--- src/rtl/event_flag_pkg.sv ---
//
// Behaviour
// - request parity flag bit 0, needs enable
// - check request data from every source
// - only transmitter-bound data is checked
// - host write parity mismatch sets flag
// - write to read-only register sets reject
package event_flag_pkg;
	// ****************************************
	// register map
	// ****************************************
	localparam logic [4:0] NOISE_EVENT_COUNT_OFS   = 5'h07;
	localparam logic [4:0] RECEIVE_STATE_OFS       = 5'h08;
	localparam logic [4:0] NOISE_PRESCALE_OFS      = 5'h10;
	localparam logic [4:0] LINE_STATE_COUNT_OFS    = 5'h13;
	localparam logic [4:0] LINE_STATE_PRESCALE_OFS = 5'h14;
	localparam logic [4:0] LINK_ERROR_COUNT_OFS    = 5'h16;
	localparam logic [4:0] DEVICE_IDENTITY_OFS     = 5'h18;
	localparam logic [4:0] INJECTION_COUNT_OFS     = 5'h19;
	localparam logic [4:0] EVENT_FLAGS_OFS         = 5'h02;
	localparam logic [4:0] TRANSMIT_STATE_OFS      = 5'h04;
	// ****************************************
	// field positions and resets
	// ****************************************
	localparam int         REQ_PARITY_BIT    = 0;
	localparam int         HOST_PARITY_BIT   = 1;
	localparam int         WRITE_REJECT_BIT  = 2;
	localparam int         CHECK_ENABLE_BIT  = 0;
	localparam logic [7:0] FLAGS_RESET       = 8'h00;
	localparam logic [7:0] TRANSMIT_RESET    = 8'h00;
	localparam logic [7:0] IDENTITY_VALUE    = 8'h5a; // arbitrary value
	// ****************************************
	// carriers
	// ****************************************
	typedef enum logic [1:0] {SRC_INVALID, SRC_RECEIVE, SRC_SWITCH_A, SRC_SWITCH_B} source_t;
	typedef struct packed {
		logic       write;   // write strobe
		logic       read;    // read strobe
		logic [4:0] addr;    // register index
		logic [7:0] data;    // host_bus_data_lines
		logic       parity;  // host_bus_parity_line
	} host_req_t;
	typedef struct packed {
		logic [7:0] data;    // request data byte
		logic       parity;  // its parity bit
	} req_word_t;
endpackage : event_flag_pkg

--- src/rtl/request_parity_check.sv ---
`timescale 1ns/1ps
// ****************************************
// transmitter-side parity check
// ****************************************
module request_parity_check (
	// clock
	input  wire logic                      clk,
	input  wire logic                      rst_n,
	input  wire logic                      ce,
	// source buses
	input  wire event_flag_pkg::req_word_t src_word [4],
	input  wire event_flag_pkg::source_t   src_sel,
	input  wire logic                      tx_take,
	// result
	output logic                           parity_err
);
	event_flag_pkg::req_word_t sel_word; // word entering transmitter

	// pick the selected source, any of the four
	always_comb begin
		sel_word = src_word[src_sel];
	end

	// registered error, only when the transmitter takes the word
	always_ff @(posedge clk) begin
		if (!rst_n) begin
			parity_err <= 1'b0;
		end else if (ce) begin
			// odd parity over data plus parity bit; bypass traffic ignored
			parity_err <= tx_take && !(^{sel_word.data, sel_word.parity});
		end
	end
endmodule : request_parity_check

--- src/rtl/event_condition_flag_logic.sv ---
`timescale 1ns/1ps
// ****************************************
// event condition flags and host register access
// ****************************************
// only the three error flags live here; the other condition
// bits, their mask and the interrupt line belong elsewhere
module event_condition_flag_logic (
	// clock and reset
	input  wire logic                      clk,
	input  wire logic                      rst_n,
	input  wire logic                      ce,
	// host control bus, already on this clock
	input  wire event_flag_pkg::host_req_t host_req,
	output logic [7:0]                     host_rdata,
	// request data into the transmitter
	input  wire event_flag_pkg::req_word_t src_word [4],
	input  wire event_flag_pkg::source_t   src_sel,
	input  wire logic                      tx_take,
	// state from other blocks, shown read-only
	input  wire logic [7:0]                ro_values [7],
	// flag view
	output logic [7:0]                     flags_out
);
	// ****************************************
	// storage
	// ****************************************
	logic [7:0] flags_reg;     // condition flags
	logic [7:0] transmit_reg;  // transmit_state_register
	logic       req_err;       // parity error from checker
	logic       host_par_bad;  // write parity mismatch
	logic       ro_hit;        // write to read-only index
	logic [7:0] set_vec;       // hardware sets this cycle
	logic [7:0] clr_vec;       // software clears this cycle

	// read-only index decode for the reject flag
	function automatic logic is_read_only(input logic [4:0] a);
		case (a)
			event_flag_pkg::NOISE_EVENT_COUNT_OFS,
			event_flag_pkg::RECEIVE_STATE_OFS,
			event_flag_pkg::NOISE_PRESCALE_OFS,
			event_flag_pkg::LINE_STATE_COUNT_OFS,
			event_flag_pkg::LINE_STATE_PRESCALE_OFS,
			event_flag_pkg::LINK_ERROR_COUNT_OFS,
			event_flag_pkg::DEVICE_IDENTITY_OFS,
			event_flag_pkg::INJECTION_COUNT_OFS: is_read_only = 1'b1;
			default: is_read_only = 1'b0;
		endcase
	endfunction : is_read_only

	// ****************************************
	// request parity checker
	// ****************************************
	request_parity_check u_check (
		.clk        (clk),
		.rst_n      (rst_n),
		.ce         (ce),
		.src_word   (src_word),
		.src_sel    (src_sel),
		.tx_take    (tx_take),
		.parity_err (req_err)
	);

	// ****************************************
	// event decode
	// ****************************************
	always_comb begin
		// odd parity expected across data and parity line
		host_par_bad = host_req.write && !(^{host_req.data, host_req.parity});
		ro_hit       = host_req.write && is_read_only(host_req.addr);
		set_vec      = 8'h00;
		// only when the enable bit is on
		set_vec[event_flag_pkg::REQ_PARITY_BIT] = req_err &&
			transmit_reg[event_flag_pkg::CHECK_ENABLE_BIT];
		set_vec[event_flag_pkg::HOST_PARITY_BIT]  = host_par_bad;
		set_vec[event_flag_pkg::WRITE_REJECT_BIT] = ro_hit;
		// writing a 1 clears; a bad-parity write clears nothing
		clr_vec = 8'h00;
		if (host_req.write && !host_par_bad &&
			host_req.addr == event_flag_pkg::EVENT_FLAGS_OFS) begin
			clr_vec = host_req.data;
		end
	end

	// ****************************************
	// sticky flags, set beats clear
	// ****************************************
	always_ff @(posedge clk) begin
		if (!rst_n) begin
			flags_reg <= event_flag_pkg::FLAGS_RESET;
		end else if (ce) begin
			flags_reg <= (flags_reg & ~clr_vec) | set_vec;
		end
	end

	// ****************************************
	// transmit state register, holds enable
	// ****************************************
	always_ff @(posedge clk) begin
		if (!rst_n) begin
			transmit_reg <= event_flag_pkg::TRANSMIT_RESET;
		end else if (ce && host_req.write && !host_par_bad &&
			host_req.addr == event_flag_pkg::TRANSMIT_STATE_OFS) begin
			// corrupt data is not trusted to change the enable
			transmit_reg <= host_req.data;
		end
	end

	// ****************************************
	// read data, registered
	// ****************************************
	always_ff @(posedge clk) begin
		if (!rst_n) begin
			host_rdata <= 8'h00;
		end else if (ce && host_req.read) begin
			case (host_req.addr)
				event_flag_pkg::EVENT_FLAGS_OFS:         host_rdata <= flags_reg;
				event_flag_pkg::TRANSMIT_STATE_OFS:      host_rdata <= transmit_reg;
				event_flag_pkg::NOISE_EVENT_COUNT_OFS:   host_rdata <= ro_values[0];
				event_flag_pkg::RECEIVE_STATE_OFS:       host_rdata <= ro_values[1];
				event_flag_pkg::NOISE_PRESCALE_OFS:      host_rdata <= ro_values[2];
				event_flag_pkg::LINE_STATE_COUNT_OFS:    host_rdata <= ro_values[3];
				event_flag_pkg::LINE_STATE_PRESCALE_OFS: host_rdata <= ro_values[4];
				event_flag_pkg::LINK_ERROR_COUNT_OFS:    host_rdata <= ro_values[5];
				event_flag_pkg::DEVICE_IDENTITY_OFS:     host_rdata <= event_flag_pkg::IDENTITY_VALUE;
				event_flag_pkg::INJECTION_COUNT_OFS:     host_rdata <= ro_values[6];
				default:                                 host_rdata <= 8'h00;
			endcase
		end
	end

	assign flags_out = flags_reg;

	// ****************************************
	// checks on the request parity path
	// ****************************************
	// a detected error with the enable on must land in the flag
	AST_REQ_SET: assert property (@(posedge clk) disable iff (!rst_n)
		ce && req_err && transmit_reg[event_flag_pkg::CHECK_ENABLE_BIT]
		|=> flags_reg[event_flag_pkg::REQ_PARITY_BIT])
		else $error("request parity flag not set");
	// with the enable off a clear flag stays clear
	AST_REQ_GATED: assert property (@(posedge clk) disable iff (!rst_n)
		ce && !flags_reg[event_flag_pkg::REQ_PARITY_BIT]
		&& !transmit_reg[event_flag_pkg::CHECK_ENABLE_BIT]
		|=> !flags_reg[event_flag_pkg::REQ_PARITY_BIT])
		else $error("request parity flag set while disabled");
	// the flag only rises through a checker error
	AST_REQ_ONLY_ERR: assert property (@(posedge clk) disable iff (!rst_n)
		ce && !flags_reg[event_flag_pkg::REQ_PARITY_BIT] && !req_err
		|=> !flags_reg[event_flag_pkg::REQ_PARITY_BIT])
		else $error("request parity flag set without an error");
	// bypass traffic never reaches the checker's register
	AST_NO_TAKE: assert property (@(posedge clk) disable iff (!rst_n)
		ce && !tx_take |=> !req_err)
		else $error("bypass data raised parity error");
	// a faulted word from whichever source is selected is caught
	AST_SRC_CHECK: assert property (@(posedge clk) disable iff (!rst_n)
		ce && tx_take && !(^{src_word[src_sel].data, src_word[src_sel].parity})
		|=> req_err)
		else $error("selected source parity missed");
	// a clean word taken by the transmitter raises nothing
	AST_SRC_CLEAN: assert property (@(posedge clk) disable iff (!rst_n)
		ce && tx_take && (^{src_word[src_sel].data, src_word[src_sel].parity})
		|=> !req_err)
		else $error("clean request word flagged");

	// ****************************************
	// checks on the host bus path
	// ****************************************
	// a write whose parity fails must raise the host parity flag
	AST_HOST_PAR: assert property (@(posedge clk) disable iff (!rst_n)
		ce && host_req.write && !(^{host_req.data, host_req.parity})
		|=> flags_reg[event_flag_pkg::HOST_PARITY_BIT])
		else $error("host parity flag not set");
	// reads and clean writes never raise it
	AST_HOST_QUIET: assert property (@(posedge clk) disable iff (!rst_n)
		ce && !flags_reg[event_flag_pkg::HOST_PARITY_BIT]
		&& !(host_req.write && !(^{host_req.data, host_req.parity}))
		|=> !flags_reg[event_flag_pkg::HOST_PARITY_BIT])
		else $error("host parity flag set without a fault");
	// corrupt write data must not reach the transmit state register
	AST_HOST_NO_STORE: assert property (@(posedge clk) disable iff (!rst_n)
		ce && host_req.write && !(^{host_req.data, host_req.parity})
		|=> $stable(transmit_reg))
		else $error("corrupt write stored");
	// a write to the identity index is refused
	AST_REJECT: assert property (@(posedge clk) disable iff (!rst_n)
		ce && host_req.write && host_req.addr == event_flag_pkg::DEVICE_IDENTITY_OFS
		|=> flags_reg[event_flag_pkg::WRITE_REJECT_BIT])
		else $error("read-only write not rejected");
	// every other read-only index is refused just the same
	AST_REJECT_ANY: assert property (@(posedge clk) disable iff (!rst_n)
		ce && host_req.write && (host_req.addr == event_flag_pkg::NOISE_EVENT_COUNT_OFS
		|| host_req.addr == event_flag_pkg::RECEIVE_STATE_OFS
		|| host_req.addr == event_flag_pkg::NOISE_PRESCALE_OFS
		|| host_req.addr == event_flag_pkg::LINE_STATE_COUNT_OFS
		|| host_req.addr == event_flag_pkg::LINE_STATE_PRESCALE_OFS
		|| host_req.addr == event_flag_pkg::LINK_ERROR_COUNT_OFS
		|| host_req.addr == event_flag_pkg::INJECTION_COUNT_OFS)
		|=> flags_reg[event_flag_pkg::WRITE_REJECT_BIT])
		else $error("read-only count write not rejected");
	// no write at all, no reject
	AST_NO_REJECT: assert property (@(posedge clk) disable iff (!rst_n)
		ce && !flags_reg[event_flag_pkg::WRITE_REJECT_BIT] && !host_req.write
		|=> !flags_reg[event_flag_pkg::WRITE_REJECT_BIT])
		else $error("reject flag set without write");
	// the two writable indices are never refused
	AST_WRITABLE: assert property (@(posedge clk) disable iff (!rst_n)
		ce && !flags_reg[event_flag_pkg::WRITE_REJECT_BIT]
		&& (host_req.addr == event_flag_pkg::EVENT_FLAGS_OFS
		|| host_req.addr == event_flag_pkg::TRANSMIT_STATE_OFS)
		|=> !flags_reg[event_flag_pkg::WRITE_REJECT_BIT])
		else $error("writable index rejected");
	// the identity reads back its fixed value
	AST_ID_READ: assert property (@(posedge clk) disable iff (!rst_n)
		ce && host_req.read && host_req.addr == event_flag_pkg::DEVICE_IDENTITY_OFS
		|=> host_rdata == event_flag_pkg::IDENTITY_VALUE)
		else $error("identity read wrong");

	// ****************************************
	// checks on retention and freeze
	// ****************************************
	// a raised host parity flag survives until a clear write
	AST_STICKY: assert property (@(posedge clk) disable iff (!rst_n)
		flags_reg[event_flag_pkg::HOST_PARITY_BIT]
		&& !(ce && host_req.write && host_req.addr == event_flag_pkg::EVENT_FLAGS_OFS)
		|=> flags_reg[event_flag_pkg::HOST_PARITY_BIT])
		else $error("flag dropped without clear");
	// so does a raised reject flag
	AST_STICKY_REJECT: assert property (@(posedge clk) disable iff (!rst_n)
		flags_reg[event_flag_pkg::WRITE_REJECT_BIT]
		&& !(ce && host_req.write && host_req.addr == event_flag_pkg::EVENT_FLAGS_OFS)
		|=> flags_reg[event_flag_pkg::WRITE_REJECT_BIT])
		else $error("reject flag dropped without clear");
	// and a raised request parity flag
	AST_STICKY_REQ: assert property (@(posedge clk) disable iff (!rst_n)
		flags_reg[event_flag_pkg::REQ_PARITY_BIT]
		&& !(ce && host_req.write && host_req.addr == event_flag_pkg::EVENT_FLAGS_OFS)
		|=> flags_reg[event_flag_pkg::REQ_PARITY_BIT])
		else $error("request flag dropped without clear");
	// a clean clear of the host parity bit takes effect next cycle
	AST_CLEAR: assert property (@(posedge clk) disable iff (!rst_n)
		ce && host_req.write && (^{host_req.data, host_req.parity})
		&& host_req.addr == event_flag_pkg::EVENT_FLAGS_OFS
		&& host_req.data[event_flag_pkg::HOST_PARITY_BIT]
		|=> !flags_reg[event_flag_pkg::HOST_PARITY_BIT])
		else $error("host parity flag not cleared");
	// nothing moves while the clock enable is low
	AST_CE_FREEZE: assert property (@(posedge clk) disable iff (!rst_n)
		!ce |=> $stable(flags_reg) && $stable(transmit_reg) && $stable(host_rdata)
		&& $stable(req_err))
		else $error("state moved with clock enable low");
endmodule : event_condition_flag_logic

--- config.mk ---
export PLATFORM = sky130hd
export DESIGN_NAME = event_condition_flag_logic
export DESIGN_NICKNAME = d
export VERILOG_FILES = /design/src/rtl/event_flag_pkg.sv /design/src/rtl/request_parity_check.sv /design/src/rtl/event_condition_flag_logic.sv
export SDC_FILE = /design/constraint.sdc
export NUM_CORES = 1
export LEC_CHECK = 0
export BUFFER_PORTS_ARGS = -buffer_cell sky130_fd_sc_hd__buf_2
export CAP_MARGIN = 10
export CORE_MARGIN = 2
export CORE_UTILIZATION = 35
export CTS_BUF_LIST = sky130_fd_sc_hd__clkbuf_16
export DETAILED_ROUTE_END_ITERATION = 8
export GPL_TIMING_DRIVEN = 1
export PLACE_DENSITY = 0.77
export SETUP_SLACK_MARGIN = 0.02
export SLEW_MARGIN = 20
export SYNTH_ARGS = -nofsm -noshare
export SYNTH_HDL_FRONTEND = slang
export SYNTH_SLANG_ARGS = --single-unit
--- constraint.sdc ---
create_clock -name clk -period 4.1 [get_ports clk]
set_input_delay 1.025 -clock clk [delete_from_list [all_inputs] [get_ports clk]]
set_output_delay 1.025 -clock clk [all_outputs]
set_load 0.01 [all_outputs]
# Yosys cells after proc, flatten, opt, wreduce, memory -nomap -nowiden
# Memories as Yosys holds them, arrays and structs flattened.
# Index checks and enable logic that the tools add are counted.
[totals]
register_bits = 25
latchBits = 0
ram_bits = 0
mem_bits_ro = 32
inputBits = 114
output_inout_bits = 16
word_cells = 40
mem_count = 1
[op_classes]
addsub = 0
mul = 0
n_div = 0
order_cmp = 1
n_eq_ne = 10
shifts = 0
n_mux = 5
bitwise_logic = 4
reduce_logical = 15
[memory_table]
columns = ["memory", "words", "width", "read_ports", "rd_ports_with_merged_regs", "wr", "line_no", "source"]
rows = [
  ["(no name shown)", 32, 1, 1, 0, 0, "event_condition_flag_logic.sv:37", "case (a)"],
]
[op_table]
columns = ["op", "count"]
rows = [
  ["8-bit one-hot mux with 10 select lines", 1],
  ["5-bit equality test, second input constant", 6],
  ["9-bit binary-select mux with 2-bit select", 1],
  ["9-bit 2-to-1 mux", 2],
  ["9-bit XOR reduction", 2],
  ["5-bit by 3-bit equality test with 1-bit output, second input constant", 2],
  ["1-bit logical AND", 10],
  ["8-bit AND", 1],
  ["8-bit 2-to-1 mux", 1],
  ["8-bit inverter", 1],
  ["8-bit by 3-bit bitwise OR with 8-bit output", 1],
  ["5-bit by 2-bit equality test with 1-bit output, second input constant", 1],
  ["5-bit by 4-bit equality test with 1-bit output, second input constant", 1],
  ["3-bit >= comparator, second input constant", 1],
  ["1-bit logical NOT", 3],
  ["2-bit inverter with 3-bit output", 1],
]

# Longest topological paths before layout
# Gate-level depths: netlist (run 1).
[logic_depth]
depth_word = 10
ltp_mapped = 9
ltp_nobuf = 8

# By module
# Synthesis (run 1) repeated with hierarchy kept, for this count alone.
[unflattened]
cells_unflattened = 254
hier_area_um2 = 2164.6
[by_module_without_submodules]
columns = ["mod", "instances", "cells_per_inst", "area_per_inst_um2", "seq_area_each_um2"]
rows = [
  ["event_condition_flag_logic", 1, 226, 1804.2, 480.5],
  ["request_parity_check", 1, 28, 360.3, 20.0],
]

# Least setup slack after synthesis (run 1)
# OpenSTA, ideal clock, no wires.
[synth_path]
path_type = "input port to flip-flop"
from = "in src_sel[0]"
to = "reg u_check.parity_err"
setup_time_ns = 0.062
arrival_time_ns = 2.604
t_required_ns = 4.038
path_slack_ns = 1.433
stages = 5
n_path_buf = 1
path_cell_list = "clkbuf_1 > mux4_2 > or4_1 > a211oi_1 > nand3b_1"
[synth_between]
elab_chain_len = 7
[synth_lines]
columns = ["element", "line_no", "source"]
rows = [
  ["start: declaration", "event_condition_flag_logic.sv:17", "input wire event_flag_pkg::source_t src_sel,"],
  ["2-bit inverter with 3-bit output (not written as such)", "request_parity_check.sv:21", "sel_word = src_word[src_sel];"],
  ["9-bit binary-select mux with 2-bit select", "request_parity_check.sv:21", ""],
  ["9-bit 2-to-1 mux (not written as such) (2 in a row)", "request_parity_check.sv:21", ""],
  ["9-bit XOR reduction", "request_parity_check.sv:30", "parity_err <= tx_take && !(^{sel_word.data, sel_word.parity});"],
  ["1-bit logical NOT", "request_parity_check.sv:30", ""],
  ["1-bit logical AND", "request_parity_check.sv:30", ""],
  ["end signal: assignment", "request_parity_check.sv:30", ""],
  ["end: declaration", "request_parity_check.sv:15", "output logic parity_err"],
]
# No other way between the ends. The select of a mux whose other input is x is not followed.
# A chain may end at the register's enable or synchronous reset.

# Worst setup path after layout (run 1)
[layout_path]
from = "in host_req[13] in the netlist's numbering"
to = "reg host_rdata[1]"
[layout_between]
elab_chain_len = 2
elab_cells_between_ends = 11
cone_classes = "eq/ne: 10; mux: 1"
[layout_lines]
columns = ["element", "line_no", "source"]
rows = [
  ["start: declaration", "event_condition_flag_logic.sv:13", "input wire event_flag_pkg::host_req_t host_req,"],
  ["5-bit equality test, or another cell as far along", "event_condition_flag_logic.sv:115", "case (host_req.addr)"],
  ["8-bit one-hot mux with 10 select lines *", "event_condition_flag_logic.sv:115", ""],
  ["end signal: assignment", "event_condition_flag_logic.sv:116", "event_flag_pkg::EVENT_FLAGS_OFS: host_rdata <= flags_reg;"],
  ["end signal: assignment", "event_condition_flag_logic.sv:117", "event_flag_pkg::TRANSMIT_STATE_OFS: host_rdata <= transmit_reg;"],
  ["end signal: assignment", "event_condition_flag_logic.sv:118", "event_flag_pkg::NOISE_EVENT_COUNT_OFS: host_rdata <= ro_values[0];"],
  ["end: declaration", "event_condition_flag_logic.sv:14", "output logic [7:0] host_rdata,"],
]
# Every way passes the cells marked *; elsewhere a longest branch is shown, timed or not.

==> results of run 1 <==
-- cells in the mapped netlist, types with 2 or more instances --
cell       n  area, um2
nor2b_1   10       62.6
a41o_1     2       20.0
a21boi_1   4       30.0
nor2_1     8       30.0
xor2_1     7       61.3
inv_1      5       18.8
and3_1     2       12.5
dfxtp_1   25        500
a32oi_1    7       61.3
a21boi_0  10       75.1
a221oi_1   5       43.8
clkbuf_1  14       52.6
o21ai_0   19       95.1
nor3_1     4       20.0
a22o_1     5       43.8
ha_1       4       50.1
and2_1     6       37.5
a22oi_1   11       82.6
a31o_2     2       17.5
a211oi_1   3       22.5
a21o_1     3       22.5
nand3b_1   2       15.0
mux2i_1    9       90.1
o22ai_1    5       31.3
a21oi_1   14       70.1
nand2b_1   5       31.3
xnor2_1   22        193
nand3_1    6       30.0
nand2_1   36        135
-- logic make-up (layout without fill, tap and decap cells) --
kind of cell               after synthesis  after routing
adders and majority gates                4              4
and+or+nand+nor                         87             87
AOI/OAI and AO/OA                       94             94
muxes                                   11             11
DFF                                     25             25
buffers and inverters                   20            138
xor gates and xnor gates                30             30
-- worst min-delay path: cells and delay by family (launching register included) --
family | cells | cell delay, ns
flops | 1 | 0.32
simple gates | 1 | 0.06
compound gates | 1 | 0.03
-- metrics by stage --
stage	util [%]	hold WS (ns)
after global placement	47.7	0.446
after floorplan	-	0.453
after detailed placement	47.7	0.436
final	49.2	0.447
after CTS	49.2	0.449
after global routing	49.2	0.473
-- cell type report --
class                   instances  share of cell area [%]
clock buffers                   3                    2.59
clock inverters                 1                   0.303
inverters                       5                   0.649
multi-input cells             226                    53.6
flip-flops and latches         25                    17.3
well taps                      75                    3.24
repair buffers                129                    22.3
-- power breakdown --
part | internal, mW | switching [mW] | total [mW]
Combinational | 0.108 | 0.114 | 0.222
Sequential | 0.247 | 0.00362 | 0.250
Clock | 0.135 | 0.0887 | 0.223
-- worst max path at each step --
| stage | from | slack (ns) | end | cells after the start |
|---|---|---|---|---|
| CTS | host_req[13] | 1.39 | host_rdata[1] | 7 |
| finish | host_req[13] | 1.35 | host_rdata[1] | 7 |
| global route | host_req[13] | 1.13 | host_rdata[4] | 7 |
| detailed placement | host_req[13] | 1.11 | host_rdata[1] | 7 |
| global placement | host_req[13] | 1.17 | host_rdata[3] | 7 |
| floorplan | src_sel[0] | 1.43 | u_check.parity_err | 5 |
-- metal layers --
metal  vias to the layer above  global-route usage (%)  wire, um
met4                         0                    7.67       169
met2                       140                    39.2      3570
met3                        14                    2.53       598
met5                         -                       0         0
li1                       1228                       -         -
met1                      1158                    24.1      2840
==> impl_metrics.csv, run 1 <==
group,metric,value,unit
run_status,status,"complete, no violations",
cells_and_area,fillers,623,
synthesis,synth.distinct_cells,45,
worst_setup_path,cpLargestDelayFamily,"simple AND/OR/NAND/NOR gates",
synthesis,synth_compound_area_share,30.6,%
global_route,grt_pass1_wl,10800,um
route,drt_iter0_markers,93,
sta,rsz0062_at_grt,"false",
sta,timing.final.crit_share,67.1,%
cts,cts_setup_buffers,0,
synthesis,synthXorXnorAreaFrac,13.1,%
die,rows,28,
cts,cts_tree,"built",
route,vias,2540,
synthesis,synth-seq-cells,25,
sta,relSlewSlack,48.0,%
placement,io_buffer_count,129,
sta,slew_violations,0,
cells_and_area,multi_input_area,1550,um2
worst_setup_path,worstReg2RegEnd,"host_rdata[4]",
die,io_pins,130,
cells_and_area,layout-drive-gt1-share,36.2,%
sta,report.final.hold_viol_count,0,
worst_setup_path,crit_path_max_incr_delay,0.69,ns
synthesis,syn_area_per_cell,7.85,um2
route,avgViaCountPerCell,5.47,
global_route,grt_start_max_net_pins,27,
power_and_ir_drop,powerDensity,240,nW/um2
die,fp.dieW,82.0,um
worst_setup_path,worst-r2r-setup-slack,2.80,ns
worst_setup_path,worstPathRequired,4.25,ns
placement,placed_cell_area,2810,um2
synthesis,syn_nets,389,
cts,cts_buffers,3,
sta,skew,0.00881,ns
worst_setup_path,path_buf_inv,1,
worst_setup_path,worstPathArrival,2.90,ns
min_path,min_to,"flags_out[5]",
sta,fin_tns_setup,0,ns
synthesis,synth-warning-count,0,
sta,min_period,2.75,ns
cells_and_area,n_antenna_cell,0,
sta,setup_slack,1.35,ns
cells_and_area,final_area,2890,um2
die,coreArea,5890,um2
worst_setup_path,path_common_cell,"o21ai_0",
route,wire_per_inst,15.5,um
placement,hpwl,5830,um
synthesis,synth_top_family_by_area,"compound AO/OA/AOI/OAI gates",
cts,cts_hold_buf,0,
global_route,gr-usage-all-layers,20.9,%
cts,clock_sinks,25,
cells_and_area,regArea,500,um2
cells_and_area,nets,508,
global_route,grt_overflow,0,
cts,cts_resized,0,
worst_setup_path,timing.rr.start,"flags_out[4]",
synthesis,synth_area,2130,um2
min_path,min_from,"flags_out[5]",
die,start_util,36.1,%
synthesis,synthMuxAreaShare,5.82,%
power_and_ir_drop,peakVddDrop,0.156,mV
min_path,hp-class,"flop to flop",
min_path,min_path_cells,2,
worst_setup_path,cp_slowest_cell,"nor2b_1",
route,drc_errors,0,
placement,gp_congestion,0.962,
cells_and_area,fin_cells,464,
global_route,grt_antenna_before_repair,0,
synthesis,synth_flop_cell,"dfxtp_1",
synthesis,synth_cells,271,
die,die_h,82.0,um
worst_setup_path,crit_type,"input pin to flop",
worst_setup_path,cp-start-kind,"input pin",
placement,post-place-ws,1.11,ns
cells_and_area,layout_commonest_cell,"buf_2",
die,die_area,6720,um2
synthesis,synthAdderAreaFrac,2.35,%
synthesis,synth_edf_count,0,
sta,fmax,364,MHz
worst_setup_path,critical_path.max_fanout,24,
route,final_antenna_net_count,0,
cts,ctsRootBufferMaster,"clkbuf_16",
cts,clockBufferDepth,2,
cts,ctsHtreeMaxLevel,1,
synthesis,async_reset_ff_share,0,%
cts,clock_latency,0.26,ns
sta,tightest_slew,0.778,ns
route,first_pass_iters,5,
job,maxCapViolCount,0,
cells_and_area,area_growth_syn_to_layout,36.1,%
worst_setup_path,worstSetupEndpointType,"flop",
global_route,grt_pass1_vias,2394,
worst_setup_path,reg2regPathDepth,4,
power_and_ir_drop,finalPower,0.695,mW
cells_and_area,layout_common_cells,"buf_2 (129), nand2_1 (36), dfxtp_1 (25)",
synthesis,synth-simple-area-share,21.1,%
power_and_ir_drop,power.leakage,1.28,nW
route,totalWireLength,7180,um
synthesis,ys_seq_area_share,23.5,%
sta,setup_viol,0,
worst_setup_path,path_cells,"buf_2 > nor2b_1 > a21oi_1 > o21ai_0 > a21o_1 > o21ai_0 > and2_1",
placement,dp.cells,460,
cts,clk_pin_slew_worst_paths,0.07,ns
Note: power is estimated with default switching activity, not from simulation.
==> run 2, diff against run 1 <==
--- a/config.mk
+++ b/config.mk
@@ -12,7 +12,7 @@
 export CTS_BUF_LIST = sky130_fd_sc_hd__clkbuf_16
 export DETAILED_ROUTE_END_ITERATION = 8
 export GPL_TIMING_DRIVEN = 1
-export PLACE_DENSITY = 0.77
+export PLACE_DENSITY = 0.8
 export SETUP_SLACK_MARGIN = 0.02
 export SLEW_MARGIN = 20
 export SYNTH_ARGS = -nofsm -noshare
==> constraint.sdc (replaced) <==
create_clock -name clk -period 2.4 [get_ports clk]
set_input_delay 0.6 -clock clk [delete_from_list [all_inputs] [get_ports clk]]
set_output_delay 0.6 -clock clk [all_outputs]
set_load 0.01 [all_outputs]
==> impl_metrics.csv, run 2 (synthesized netlist as in run 1, its figures left out) <==
group,metric,value,unit
run_status,status,"complete, no violations",
global_route,grt_start_max_net_pins,27,
sta,min_period,2.12,ns
die,die_h,82.0,um
worst_setup_path,worst-r2r-setup-slack,1.11,ns
route,totalWireLength,7600,um
sta,hold_slack,0.455,ns
cts,clockBufferDepth,2,
cts,clk_pin_slew_worst_paths,0.06,ns
sta,relSlewSlack,53.7,%
sta,report.final.hold_viol_count,0,
sta,tightest_slew,0.694,ns
die,fp.dieW,82.0,um
die,coreArea,5890,um2
cells_and_area,fillers,585,
worst_setup_path,path_buf_inv,1,
worst_setup_path,worstSetupEndpointType,"flop",
worst_setup_path,crit_path_max_incr_delay,0.60,ns
sta,fmax,471,MHz
cts,clock_sinks,25,
min_path,hp-class,"flop to flop",
worst_setup_path,worstPathRequired,2.58,ns
cells_and_area,layout-drive-gt1-share,38.1,%
worst_setup_path,cp_slowest_cell,"nor2b_1",
sta,setup_viol,0,
global_route,grt_antenna_before_repair,0,
job,maxCapViolCount,0,
die,rows,28,
route,drt_iter0_markers,162,
worst_setup_path,timing.rr.start,"transmit_reg[2]",
sta,timing.final.crit_share,88.5,%
sta,skew,0.00348,ns
power_and_ir_drop,power.leakage,1.34,nW
cts,ctsHtreeMaxLevel,1,
die,io_pins,130,
sta,slew_violations,0,
cts,cts_hold_buf,0,
cells_and_area,layout_common_cells,"buf_2 (129), nand2_1 (36), dfxtp_1 (25)",
worst_setup_path,path_cells,"buf_2 > ha_1 > nor2b_1 > a32oi_1 > o221a_2 > a31o_2 > a21boi_0",
sta,fin_tns_setup,0,ns
placement,hpwl,6260,um
sta,setup_slack,0.276,ns
min_path,min_from,"flags_out[4]",
cells_and_area,multi_input_area,1550,um2
cells_and_area,nets,521,
placement,gp_congestion,0.974,
cts,ctsRootBufferMaster,"clkbuf_16",
worst_setup_path,cp-start-kind,"input pin",
worst_setup_path,cp-startpoint,"host_req[9]",
placement,post-place-ws,0.0621,ns
cts,cts_setup_buffers,0,
min_path,min_path_cells,2,
route,wire_per_inst,15.9,um
worst_setup_path,cpLargestDelayFamily,"compound AO/OA/AOI/OAI gates",
global_route,gr-usage-all-layers,22.1,%
power_and_ir_drop,finalPower,1.20,mW
global_route,grt_pass1_vias,2470,
sta,rsz0062_at_grt,"false",
cts,cts_resized,0,
cells_and_area,regArea,500,um2
cts,clock_latency,0.26,ns
min_path,min_to,"flags_out[4]",
route,final_antenna_net_count,0,
die,start_util,36.1,%
route,vias,2657,
worst_setup_path,worstPathArrival,2.30,ns
global_route,grt_pass1_wl,11300,um
cts,cts_buffers,3,
cells_and_area,layout_commonest_cell,"buf_2",
cells_and_area,area_growth_syn_to_layout,40.4,%
worst_setup_path,worstReg2RegEnd,"host_rdata[2]",
placement,io_buffer_count,129,
route,first_pass_iters,5,
power_and_ir_drop,powerDensity,402,nW/um2
worst_setup_path,crit_type,"input pin to flop",
cells_and_area,fin_util,50.7,%
route,avgViaCountPerCell,5.57,
worst_setup_path,critical_path.max_fanout,9,
global_route,grt_overflow,0,
cells_and_area,n_antenna_cell,0,
route,drc_errors,0,
worst_setup_path,reg2regPathDepth,5,
power_and_ir_drop,peakVddDrop,0.377,mV
die,die_area,6720,um2
cts,cts_tree,"built",
[run 2: changes by cell type in the layout (fill, tap and decap cells not counted), sizes merged]
cell	before	now
buf	129	142
[run 2: report_power, final]
part	leakage (nW)	switching, mW	internal (mW)
clock network	0.0423	0.143	0.223
registers	0.202	0.00556	0.422
logic	1.10	0.204	0.203
[run 2: metal layers]
layer	GRT usage, %	part of all wire, %	vias up
li1	-	-	1258
met1	25.9	37	1217
met2	39.8	51	162
met3	2.86	9.3	20
met4	10.0	3.0	0
met5	0	0	-
[run 2: worst max-delay path by stage]
stage / cells after the start / end
2_1_floorplan: 5 / u_check.parity_err
3_3_place_gp: 7 / host_rdata[7]
3_5_place_dp: 7 / host_rdata[7]
4_1_cts: 7 / host_rdata[7]
5_1_grt: 7 / host_rdata[7]
6_report: 7 / host_rdata[7]
[run 2: final cells by class]
cell class | instances | area share, %
Multi-Input combinational cell | 226 | 51.9
Timing Repair Buffer | 142 | 24.9
Sequential cell | 25 | 16.8
Tap cell | 75 | 3.14
Clock buffer | 3 | 2.51
Inverter | 5 | 0.628
Clock inverter | 1 | 0.126
[run 2: per-stage QoR]
step           cells  instance area [um2]
2_1_floorplan    271                 2130
5_1_grt          477                 2990
3_5_place_dp     473                 2910
4_1_cts          477                 2990
3_3_place_gp     473                 2910
6_report         477                 2990
[run 2: worst min-delay path: stages, from the launching register on]
cell,delay (ns)
dfxtp_1,0.32
nand2_1,0.06
a21oi_1,0.04
